<file path="src/isc_regs.vh">
`ifndef ISC_REGS_VH
`define ISC_REGS_VH

// ------------------------------------------------------------
// register byte offsets
// ------------------------------------------------------------
`define ISC_OFS_NVEC 9'h100
`define ISC_OFS_FVEC 9'h104
`define ISC_OFS_PEND 9'h10C
`define ISC_OFS_MASK 9'h110
`define ISC_OFS_CORE 9'h114
`define ISC_OFS_IEN 9'h120
`define ISC_OFS_IDIS 9'h124
`define ISC_OFS_ICLR 9'h128
`define ISC_OFS_ISET 9'h12C
`define ISC_OFS_EOS 9'h130
`define ISC_OFS_SPU 9'h134
`define ISC_OFS_DBG 9'h138
`define ISC_OFS_FFEN 9'h140
`define ISC_OFS_FFDIS 9'h144
`define ISC_OFS_EVST 9'h150
`define ISC_OFS_EVMSK 9'h154

// ------------------------------------------------------------
// field positions
// ------------------------------------------------------------
`define ISC_FAST_BIT 0
`define ISC_SYS_BIT 1
`define ISC_LINE_FAST 0
`define ISC_LINE_NORM 1
`define ISC_DBG_PROTECTION_MODE_BIT 0
`define ISC_DBG_GLOBAL_LINE_MASK 1
`define ISC_EV_FAST 0
`define ISC_EV_NORM 1
`define ISC_EV_SPUR 2
`define ISC_EV_EOS 3

// ------------------------------------------------------------
// reset values and widths
// ------------------------------------------------------------
`define ISC_RST_WORD 32'h0000_0000
`define ISC_DBG_MASK 32'h0000_0003
`define ISC_FF_MASK 32'hFFFF_FFFE
`define ISC_EV_MASK 32'h0000_000F
`define ISC_NUM_EV 4

`endif

</file>
<file path="src/isc_ctrl.v">
// Added by the designer: the Avalon-MM slave port and the register addresses.
`include "isc_regs.vh"

module isc_ctrl #(
	parameter NSRC = 32,
	parameter AW = 9
) (
	input wire clk_sys,
	input wire nrst,
	input wire [AW-1:0] avs_address,
	input wire avs_read,
	input wire avs_write,
	input wire [31:0] avs_writedata,
	output reg [31:0] avs_readdata,
	output reg avs_waitrequest,
	input wire [NSRC-1:0] src_req,
	input wire [31:0] normal_vector_in,
	input wire [31:0] fast_vector_in,
	output reg fast_irq_line_n,
	output reg normal_irq_line_n,
	output reg in_service,
	output reg irq
);

// ------------------------------------------------------------
// state
// ------------------------------------------------------------
reg [NSRC-1:0] pend_r;
reg [NSRC-1:0] pend_nxt;
reg [NSRC-1:0] mask_r;
reg [NSRC-1:0] mask_nxt;
reg [NSRC-1:0] ff_r;
reg [NSRC-1:0] ff_nxt;
reg [31:0] spu_r;
reg [1:0] dbg_r;
reg [`ISC_NUM_EV-1:0] evst_r;
reg [`ISC_NUM_EV-1:0] evst_nxt;
reg [`ISC_NUM_EV-1:0] evmsk_r;
reg svc_nxt;
reg [31:0] rd_nxt;
reg fast_act_r;
reg norm_act_r;

wire wr_go;
wire rd_go;
wire [NSRC-1:0] live;
wire fast_c;
wire norm_c;
wire [NSRC-1:0] wd;
wire [`ISC_NUM_EV-1:0] ev;
wire nvec_rd;
wire fvec_rd;
wire protection_mode_bit_start;
wire fast_q;
wire norm_q;
wire wr_spu;
wire wr_dbg;
wire wr_evmsk;
wire wr_evst;
wire wr_eos;

function hit;
	input [AW-1:0] a;
	input [AW-1:0] ofs;
	begin
		hit = (a == ofs);
	end
endfunction

// line request qualified by the general mask
function gate;
	input cond;
	input global_line_mask;
	begin
		gate = cond & ~global_line_mask;
	end
endfunction

// ------------------------------------------------------------
// bus handshake: one wait state, effect at waitrequest low
// ------------------------------------------------------------
assign wr_go = avs_write & ~avs_waitrequest;
assign rd_go = avs_read & ~avs_waitrequest;
assign wd = avs_writedata[NSRC-1:0];

always @(posedge clk_sys or negedge nrst) begin
	if (!nrst) begin
		avs_waitrequest <= 1'b1;
	end else if ((avs_read | avs_write) & avs_waitrequest) begin
		avs_waitrequest <= 1'b0;
	end else begin
		avs_waitrequest <= 1'b1;
	end
end

// ------------------------------------------------------------
// line evaluation
// ------------------------------------------------------------
assign live = pend_r & mask_r;
// fast source plus fast-forced sources drive the fast line
assign fast_c = live[`ISC_FAST_BIT] | (|(live & ff_r));
// normal line held off while a treatment is current
assign norm_c = (|(live & ~ff_r & ~{{(NSRC-1){1'b0}}, 1'b1})) & ~in_service;
assign nvec_rd = rd_go & hit(avs_address, `ISC_OFS_NVEC);
assign fvec_rd = rd_go & hit(avs_address, `ISC_OFS_FVEC);
// in protection mode a vector read does not start service but can still log the spurious event; a write starts service
assign protection_mode_bit_start = wr_go & hit(avs_address, `ISC_OFS_NVEC) & dbg_r[`ISC_DBG_PROTECTION_MODE_BIT];
assign fast_q = gate(fast_c, dbg_r[`ISC_DBG_GLOBAL_LINE_MASK]);
assign norm_q = gate(norm_c, dbg_r[`ISC_DBG_GLOBAL_LINE_MASK]);

// ------------------------------------------------------------
// register write strobes
// ------------------------------------------------------------
assign wr_spu = wr_go & hit(avs_address, `ISC_OFS_SPU);
assign wr_dbg = wr_go & hit(avs_address, `ISC_OFS_DBG);
assign wr_evmsk = wr_go & hit(avs_address, `ISC_OFS_EVMSK);
assign wr_evst = wr_go & hit(avs_address, `ISC_OFS_EVST);
assign wr_eos = wr_go & hit(avs_address, `ISC_OFS_EOS);

// ------------------------------------------------------------
// pending, mask and fast-force next state
// ------------------------------------------------------------
always @* begin
	pend_nxt = pend_r;
	mask_nxt = mask_r;
	ff_nxt = ff_r;
	if (wr_go & hit(avs_address, `ISC_OFS_ICLR)) begin
		pend_nxt = pend_nxt & ~wd;
	end
	// a source request in the clear cycle still wins
	pend_nxt = pend_nxt | src_req;
	if (wr_go & hit(avs_address, `ISC_OFS_ISET)) begin
		pend_nxt = pend_nxt | wd;
	end
	if (wr_go & hit(avs_address, `ISC_OFS_IEN)) begin
		mask_nxt = mask_r | wd;
	end
	if (wr_go & hit(avs_address, `ISC_OFS_IDIS)) begin
		mask_nxt = mask_r & ~wd;
	end
	if (wr_go & hit(avs_address, `ISC_OFS_FFEN)) begin
		ff_nxt = ff_r | (wd & `ISC_FF_MASK);
	end
	if (wr_go & hit(avs_address, `ISC_OFS_FFDIS)) begin
		ff_nxt = ff_r & ~(wd & `ISC_FF_MASK);
	end
end

// ------------------------------------------------------------
// service tracking
// ------------------------------------------------------------
always @* begin
	svc_nxt = in_service;
	if (wr_eos) begin
		svc_nxt = 1'b0;
	end else if (nvec_rd & norm_c & ~dbg_r[`ISC_DBG_PROTECTION_MODE_BIT]) begin
		svc_nxt = 1'b1;
	end else if (protection_mode_bit_start & norm_c) begin
		svc_nxt = 1'b1;
	end
end

// ------------------------------------------------------------
// read data
// ------------------------------------------------------------
always @* begin
	rd_nxt = `ISC_RST_WORD;
	case (avs_address)
	`ISC_OFS_NVEC: rd_nxt = norm_c ? normal_vector_in : spu_r;
	`ISC_OFS_FVEC: rd_nxt = fast_c ? fast_vector_in : spu_r;
	`ISC_OFS_PEND: rd_nxt = pend_r;
	`ISC_OFS_MASK: rd_nxt = mask_r;
	`ISC_OFS_CORE: rd_nxt = {30'h0, norm_act_r, fast_act_r};
	`ISC_OFS_SPU: rd_nxt = spu_r;
	`ISC_OFS_DBG: rd_nxt = {30'h0, dbg_r};
	`ISC_OFS_EVST: rd_nxt = {28'h0, evst_r};
	`ISC_OFS_EVMSK: rd_nxt = {28'h0, evmsk_r};
	default: rd_nxt = `ISC_RST_WORD;
	endcase
end

// ------------------------------------------------------------
// event status, write one to clear, set wins
// ------------------------------------------------------------
// a line event is the cycle in which that line goes active
assign ev[`ISC_EV_FAST] = fast_q & ~fast_act_r;
assign ev[`ISC_EV_NORM] = norm_q & ~norm_act_r;
assign ev[`ISC_EV_SPUR] = (nvec_rd & ~norm_c) | (fvec_rd & ~fast_c);
assign ev[`ISC_EV_EOS] = wr_eos;

always @* begin
	evst_nxt = evst_r;
	if (wr_evst) begin
		evst_nxt = evst_r & ~avs_writedata[`ISC_NUM_EV-1:0];
	end
	evst_nxt = evst_nxt | ev;
end

// ------------------------------------------------------------
// pending flags
// ------------------------------------------------------------
always @(posedge clk_sys or negedge nrst) begin
	if (!nrst) begin
		pend_r <= {NSRC{1'b0}};
	end else begin
		pend_r <= pend_nxt;
	end
end

// ------------------------------------------------------------
// source mask
// ------------------------------------------------------------
always @(posedge clk_sys or negedge nrst) begin
	if (!nrst) begin
		mask_r <= {NSRC{1'b0}};
	end else begin
		mask_r <= mask_nxt;
	end
end

// ------------------------------------------------------------
// fast-force selection
// ------------------------------------------------------------
always @(posedge clk_sys or negedge nrst) begin
	if (!nrst) begin
		ff_r <= {NSRC{1'b0}};
	end else begin
		ff_r <= ff_nxt;
	end
end

// ------------------------------------------------------------
// event status
// ------------------------------------------------------------
always @(posedge clk_sys or negedge nrst) begin
	if (!nrst) begin
		evst_r <= {`ISC_NUM_EV{1'b0}};
	end else begin
		evst_r <= evst_nxt;
	end
end

// ------------------------------------------------------------
// current treatment flag
// ------------------------------------------------------------
// held until the end-of-service write
always @(posedge clk_sys or negedge nrst) begin
	if (!nrst) begin
		in_service <= 1'b0;
	end else begin
		in_service <= svc_nxt;
	end
end

// ------------------------------------------------------------
// spurious vector
// ------------------------------------------------------------
always @(posedge clk_sys or negedge nrst) begin
	if (!nrst) begin
		spu_r <= `ISC_RST_WORD;
	end else if (wr_spu) begin
		spu_r <= avs_writedata;
	end
end

// ------------------------------------------------------------
// debug control
// ------------------------------------------------------------
always @(posedge clk_sys or negedge nrst) begin
	if (!nrst) begin
		dbg_r <= 2'h0;
	end else if (wr_dbg) begin
		dbg_r <= avs_writedata[1:0];
	end
end

// ------------------------------------------------------------
// event mask
// ------------------------------------------------------------
always @(posedge clk_sys or negedge nrst) begin
	if (!nrst) begin
		evmsk_r <= {`ISC_NUM_EV{1'b0}};
	end else if (wr_evmsk) begin
		evmsk_r <= avs_writedata[`ISC_NUM_EV-1:0];
	end
end

// ------------------------------------------------------------
// read data
// ------------------------------------------------------------
// loaded in the wait cycle, stands at the answer edge
always @(posedge clk_sys or negedge nrst) begin
	if (!nrst) begin
		avs_readdata <= `ISC_RST_WORD;
	end else if (avs_read & avs_waitrequest) begin
		avs_readdata <= rd_nxt;
	end
end

// ------------------------------------------------------------
// fast line state
// ------------------------------------------------------------
always @(posedge clk_sys or negedge nrst) begin
	if (!nrst) begin
		fast_act_r <= 1'b0;
	end else begin
		fast_act_r <= fast_q;
	end
end

// ------------------------------------------------------------
// normal line state
// ------------------------------------------------------------
always @(posedge clk_sys or negedge nrst) begin
	if (!nrst) begin
		norm_act_r <= 1'b0;
	end else begin
		norm_act_r <= norm_q;
	end
end

// ------------------------------------------------------------
// fast line output
// ------------------------------------------------------------
// general mask ties both lines inactive
always @(posedge clk_sys or negedge nrst) begin
	if (!nrst) begin
		fast_irq_line_n <= 1'b1;
	end else begin
		fast_irq_line_n <= ~fast_q;
	end
end

// ------------------------------------------------------------
// normal line output
// ------------------------------------------------------------
always @(posedge clk_sys or negedge nrst) begin
	if (!nrst) begin
		normal_irq_line_n <= 1'b1;
	end else begin
		normal_irq_line_n <= ~norm_q;
	end
end

// ------------------------------------------------------------
// event interrupt
// ------------------------------------------------------------
always @(posedge clk_sys or negedge nrst) begin
	if (!nrst) begin
		irq <= 1'b0;
	end else begin
		irq <= |(evst_nxt & evmsk_r);
	end
end

endmodule

</file>
<file path="config.mk">
export PLATFORM = sky130hd
export DESIGN_NAME = isc_ctrl
export DESIGN_NICKNAME = d
export VERILOG_FILES = /design/src/isc_ctrl.v
export VERILOG_INCLUDE_DIRS = /design/src /design/src/src
export SDC_FILE = /design/constraint.sdc
export NUM_CORES = 1
export LEC_CHECK = 0
export BUFFER_PORTS_ARGS = -buffer_cell sky130_fd_sc_hd__buf_2
export CORE_MARGIN = 3
export CORE_UTILIZATION = 41
export DETAILED_ROUTE_END_ITERATION = 8
export MAX_ROUTING_LAYER = met4
export PLACE_DENSITY = 0.62
export SETUP_SLACK_MARGIN = 0.2
export SYNTH_ARGS = -nofsm -noshare
export SYNTH_HDL_FRONTEND = slang
export SYNTH_SLANG_ARGS = --single-unit
</file>
<file path="constraint.sdc">
create_clock -name clk_sys -period 3.5 [get_ports clk_sys]
set_input_delay 0.35 -clock clk_sys [delete_from_list [all_inputs] [get_ports clk_sys]]
set_output_delay 0.35 -clock clk_sys [all_outputs]
set_load 0.03 [all_outputs]
</file>
# After elaboration in Yosys (flattened, before gate mapping)

Index checks and enable logic that the tools add are counted.

Equality and inequality tests: 16
Mux-type cells: 14
Reduce and logical (&&, ||, !) cells: 6
Bitwise gates (word level): 59

Operator list:

| operator                                    | number |
|---|---|
| case mux 32 bit (9 select lines)            | 1 |
| 2-to-1 mux 32 bit                           | 8 |
| AND 32 bit                                  | 6 |
| equality test 9 bit (second input constant) | 16 |
| OR 32 bit                                   | 4 |
| NOT 32 bit                                  | 3 |
| OR reduction 32 bit                         | 1 |
| OR reduction 31 bit                         | 1 |
| AND 1 bit                                   | 29 |
| NOT 1 bit                                   | 10 |
| AND 4 bit                                   | 2 |
| 2-to-1 mux 1 bit                            | 4 |
| 2-to-1 mux 4 bit                            | 1 |
| NOT 4 bit                                   | 1 |
| OR 4 bit                                    | 1 |
| nonzero test 2 bit                          | 2 |
| OR reduction 4 bit                          | 1 |
| OR 1 bit                                    | 3 |
| nonzero test 3 bit                          | 1 |

Output and inout bits: 37
Input port bits: 141
Flip-flop bits (word level): 177

# Logic depth before layout (Yosys ltp)

Word-level depth: 10
Depth in mapped cells: 8

# Worst setup path before layout

Ideal clock, no wire load.

Kind: input to register
From: input port avs_address[3]
To: register irq
Arrival time: 2222 ps
Stages on the path: 7
Path slack: 1147 ps
Library setup time: 132 ps
Path buffers: 1
Data required time: 3368 ps
Cells stage by stage: or4b_1 buf_6 nor3b_4 a31oi_1 a221oi_1 and4b_1 or3b_1

Cells in the longest elaborated chain, start to end: 7
Elaborated cells between the ends (all ways): 15

Ends and longest elaborated chain:

| what                                | RTL line                       | RTL |
|---|---|---|
| start: declaration                  | isc_ctrl.v:10                  | `input wire [AW-1:0] avs_address,` |
| equality test 9 bit                 | isc_ctrl.v:66                  | `hit = (a == ofs);` |
| AND 1 bit, on equally long branches | isc_ctrl.v:104, isc_ctrl.v:105 |  |
| AND 1 bit                           | isc_ctrl.v:188                 | `` assign ev[`ISC_EV_SPUR] = (nvec_rd & ~norm_c) \| (fvec_rd & ~fast_c); `` |
| OR 1 bit                            | isc_ctrl.v:188                 |  |
| OR 4 bit *                          | isc_ctrl.v:196                 | `evst_nxt = evst_nxt \| ev;` |
| AND 4 bit *                         | isc_ctrl.v:352                 | `irq <= \|(evst_nxt & evmsk_r);` |
| OR reduction 4 bit *                | isc_ctrl.v:352                 |  |
| end signal: assignment              | isc_ctrl.v:352                 |  |
| end: declaration                    | isc_ctrl.v:22                  | `output reg irq` |

Mark *: on every way between the ends. The rest lies on a longest branch, timed or not.
A chain may end at the register's enable or synchronous reset.

# Final worst setup path

From: register pend_r[6]
To: register avs_readdata[12]

Cells in the longest elaborated chain, start to end: 6
Elaborated cells between the ends (all ways): 10

Ends and longest elaborated chain:

| what                                                              | RTL line                       | RTL |
|---|---|---|
| start: declaration                                                | isc_ctrl.v:28                  | `reg [NSRC-1:0] pend_r;` |
| start signal: assignment                                          | isc_ctrl.v:204                 | `pend_r <= {NSRC{1'b0}};` |
| start signal: assignment                                          | isc_ctrl.v:206                 | `pend_r <= pend_nxt;` |
| AND 32 bit *                                                      | isc_ctrl.v:99                  | `assign live = pend_r & mask_r;` |
| AND 32 bit, on equally long branches                              | isc_ctrl.v:101, isc_ctrl.v:103 |  |
| OR reduction 32 bit / OR reduction 31 bit (equally long branches) | isc_ctrl.v:101, isc_ctrl.v:103 |  |
| OR 1 bit / AND 1 bit (equally long branches)                      | isc_ctrl.v:101, isc_ctrl.v:103 |  |
| 2-to-1 mux 32 bit, on equally long branches                       | isc_ctrl.v:170, isc_ctrl.v:169 |  |
| case mux 32 bit (9 select lines) *                                | isc_ctrl.v:168                 | `case (avs_address)` |
| end signal: assignment                                            | isc_ctrl.v:294                 | `` avs_readdata <= `ISC_RST_WORD; `` |
| end signal: assignment                                            | isc_ctrl.v:296                 | `avs_readdata <= rd_nxt;` |
| end: declaration                                                  | isc_ctrl.v:14                  | `output reg [31:0] avs_readdata,` |

Marked as above.

==> summary.md <==
| Metric | Value |
|---|---|
| Status | `finished with violations` |
| Failing checks | `negative hold slack` |
| Clock Tree Buf Depth | `2` |
| Post-synth cell types | `57` |
| Io pins | `178` |
| Highest metal used | `met4` |
| Commonest cells after routing, fill and taps aside | `176 x buf_2, 173 x dfrtp_1, 158 x a21oi_1` |
| Leakage | `4.579 nW` |
| Cell count of the worst reg-to-reg path | `8` |
| Crit path max fanout | `16` |
| Final min period | `2.556 ns` |
| Pwr per Cell Area | `394.8 nW/um2` |
| Post-CTS setup buffers | `0` |
| Clk_lat worst skew | `0.43 ns` |
| CP Launch Type | `register` |
| Fmax | `0.3913 GHz` |
| Crit path top cell by count | `buf_4` |
| Worst setup EP type | `register` |
| R2r setup slk | `0.94 ns` |
| Number of global-route vias before repair | `8684` |
| Fraction of registers with async set/reset | `100.0%` |
| # DRC | `0` |
| Fin. Hold Viols | `8` |
| Antenna violation net count after detailed routing | `0` |
| Die H | `157.8 um` |
| Post-synthesis sequential area ratio | `46.66%` |
| PortBufs | `177` |
| First DRT Iteration DRCs | `1066` |
| Syn Area/Cell | `9.790 um2` |
| First-pass GRT wire length | `50440 um` |
| Syn_nets | `1106` |
| Clock Sink Count | `176` |
| Total wire length | `32490 um` |
| Std-Cell Rows | `54` |
| Slew HR | `45.25%` |
| GRT Resource Usage Total | `26.90%` |
| Metal3 WL | `2646 um` |
| Commonest non-fill, non-tap cell in the layout | `buf_2` |
| Ys flop type | `dfrtp_1` |
| Worst EP arrival | `2.89 ns` |
| Worst Setup SP | `pend_r[6]` |
| CP Depth | `8` |
| Hold Path Class | `in -> async` |
| Crit path max-delay family | `simple AND/OR/NAND/NOR gates` |
| Cts repair resizes | `0` |
| Mapped Area | `9448 um2` |
| Nets | `1259` |
| Part of the cycle the worst path needs | `73.02%` |
| Peak VDD IR | `309.9 uV` |
| FF-to-FF End | `avs_readdata[12]` |
| Drt pass-1 iters | `9` |
| HPWL after DPL | `22110 um` |
| Max-Cap Viols | `0` |
| Register bit total from synthesis | `176` |
| Vias | `9025` |
| Syn-to-layout area delta | `20.35%` |
| Routed WL per cell | `23.01 um` |
| Final setup TNS | `0 ns` |
| Cts bufs inserted | `17` |
| Crit-path cells | `nand3_1, nand4_1, nor4_2, buf_4, and2_1, buf_4, a31oi_1, a41oi_1` |
| Slowest stage delay, CP | `0.44 ns` |
| Die area | `24900 um2` |
| Gpl congestion | `0.9234` |
| Width of the die | `157.8 um` |
| EDFF count, synth | `0` |
| Final setup fails | `0` |
| Wire length on met2 | `14730 um` |
| CTS Hold Bufs | `0` |
| CTS tree | `built` |
| Unrepaired setup endpoints after global routing | `false` |
| Met1 WL | `14600 um` |
| Syn. warnings | `0` |
| Final hold slack | `-0.02151 ns` |
| Worst r2r src | `pend_r[6]` |
| Worst Setup EP | `avs_readdata[12]` |
| Largest net degree at the start of global routing | `87` |
| Syn Inst Count | `965` |
| Clk pin slew, worst setup/hold paths | `0.07 ns` |
| Initial antenna violation count | `1` |
| Max Clock Skew | `0.01427 ns` |
| WS Path Type | `reg -> reg` |
| Core Region | `22230 um2` |
| Share of cells above drive strength 1 | `29.71%` |
| Via density per instance | `6.392` |
| Initial core utilization | `42.50%` |
| CTS Root Cell | `clkbuf_16` |
| Data required time at the worst endpoint | `3.84 ns` |
| Grt ovf | `0` |
| H-tree depth | `4` |
| Slew Limit Fails | `0` |
| Worst path slowest cell | `and2_1` |
| Slew at the pin with the worst max-slew slack | `0.8213 ns` |
| WP buf/inv | `2` |
-- synth_stat cells, drive strengths merged, types with 2 or more instances --
| cell | instances | area share, % |
|---|---|---|
| nand4 | 8 | 0.53 |
| nor4 | 12 | 1.1 |
| nand3b | 23 | 1.8 |
| mux2i | 3 | 0.32 |
| nor3 | 7 | 0.53 |
| nand3 | 36 | 1.9 |
| a222oi | 35 | 3.7 |
| buf | 14 | 0.77 |
| a22oi | 2 | 0.16 |
| inv | 4 | 0.16 |
| a31oi | 77 | 5.1 |
| nor3b | 2 | 0.28 |
| a21oi | 160 | 8.5 |
| o2111ai | 7 | 0.65 |
| a41oi | 19 | 1.8 |
| or3 | 2 | 0.13 |
| and2 | 3 | 0.20 |
| o21ai | 2 | 0.11 |
| mux2 | 69 | 8.2 |
| a21boi | 44 | 3.5 |
| a311o | 32 | 3.4 |
| a221oi | 2 | 0.19 |
| nand2b | 4 | 0.26 |
| dfrtp | 173 | 46 |
| nor2 | 4 | 0.16 |
| dfstp | 3 | 0.83 |
| or3b | 2 | 0.19 |
| nand2 | 130 | 5.2 |
| or4b | 4 | 0.42 |
| clkbuf | 65 | 2.6 |
-- cell families (layout without fill, tap and decap cells) --
kind of cell | Yosys count | after routing | share of synthesized area [%]
AO/OA/AOI/OAI | 388 | 388 | 27.77
flip-flops | 176 | 176 | 46.66
AND/OR/NAND/NOR | 245 | 245 | 13.47
multiplexers | 72 | 72 | 8.542
other | 0 | 1 | 0
buffers and inverters | 84 | 250 | 3.562
-- power by group --
| part | switching (W) | internal, W | total, W |
|---|---|---|---|
| combinational | 0.000293 | 0.000171 | 0.000465 |
| sequential | 0.0000296 | 0.00207 | 0.00210 |
| clock | 0.000801 | 0.00112 | 0.00192 |
-- layer usage --
layer,up-vias,GRT usage (%)
met5,-,-
met1,4454,38.07
met4,0,6.736
met3,34,5.221
met2,448,39.96
li1,4089,-
-- how the worst min path moves through the flow --
stage / start / to / slack (ns) / depth (start not counted)
2_1_floorplan: nrst / asynchronous set/reset pin / 0.05 / 0
3_3_place_gp: nrst / norm_act_r / 0.48 / 1
3_5_place_dp: nrst / irq / 0.48 / 1
4_1_cts: nrst / norm_act_r / 0.01 / 1
5_1_grt: nrst / norm_act_r / 0.04 / 1
6_report: nrst / irq / -0.02 / 1
-- stage by stage --
stage | utilization, % | area [um2] | std cells | total power [W] | setup WS (ns)
2_1_floorplan | - | 9448 | 965 | 0.002319 | 1.147
3_3_place_gp | 48.49 | 10780 | 1379 | 0.002597 | 0.7352
3_5_place_dp | 48.49 | 10780 | 1379 | 0.002601 | 0.5953
4_1_cts | 51.14 | 11370 | 1411 | 0.004514 | 0.9774
5_1_grt | 51.15 | 11370 | 1412 | 0.004648 | 0.8439
6_report | 51.15 | 11370 | 1412 | 0.004489 | 0.9442
-- area by class of cell --
class                   instances  area (um2)
clock buffers                  22       484.2
inverters                       5       18.77
multi-input cells             705        4788
well taps                     280       350.3
fillers                      2075       10860
diodes                          1       2.502
flip-flops and latches        176        4408
repair buffers                213        1212
clock inverters                10       106.4
-- worst register-to-register path: stages, from the launching register on --
cell and delay, ns:
dfrtp_1 0.43, nand3_1 0.14, nand4_1 0.12, nor4_2 0.33, buf_4 0.33, and2_1 0.44, buf_4 0.33, a31oi_1 0.12
a41oi_1 0.22
Note: power is estimated with default switching activity, not from simulation.
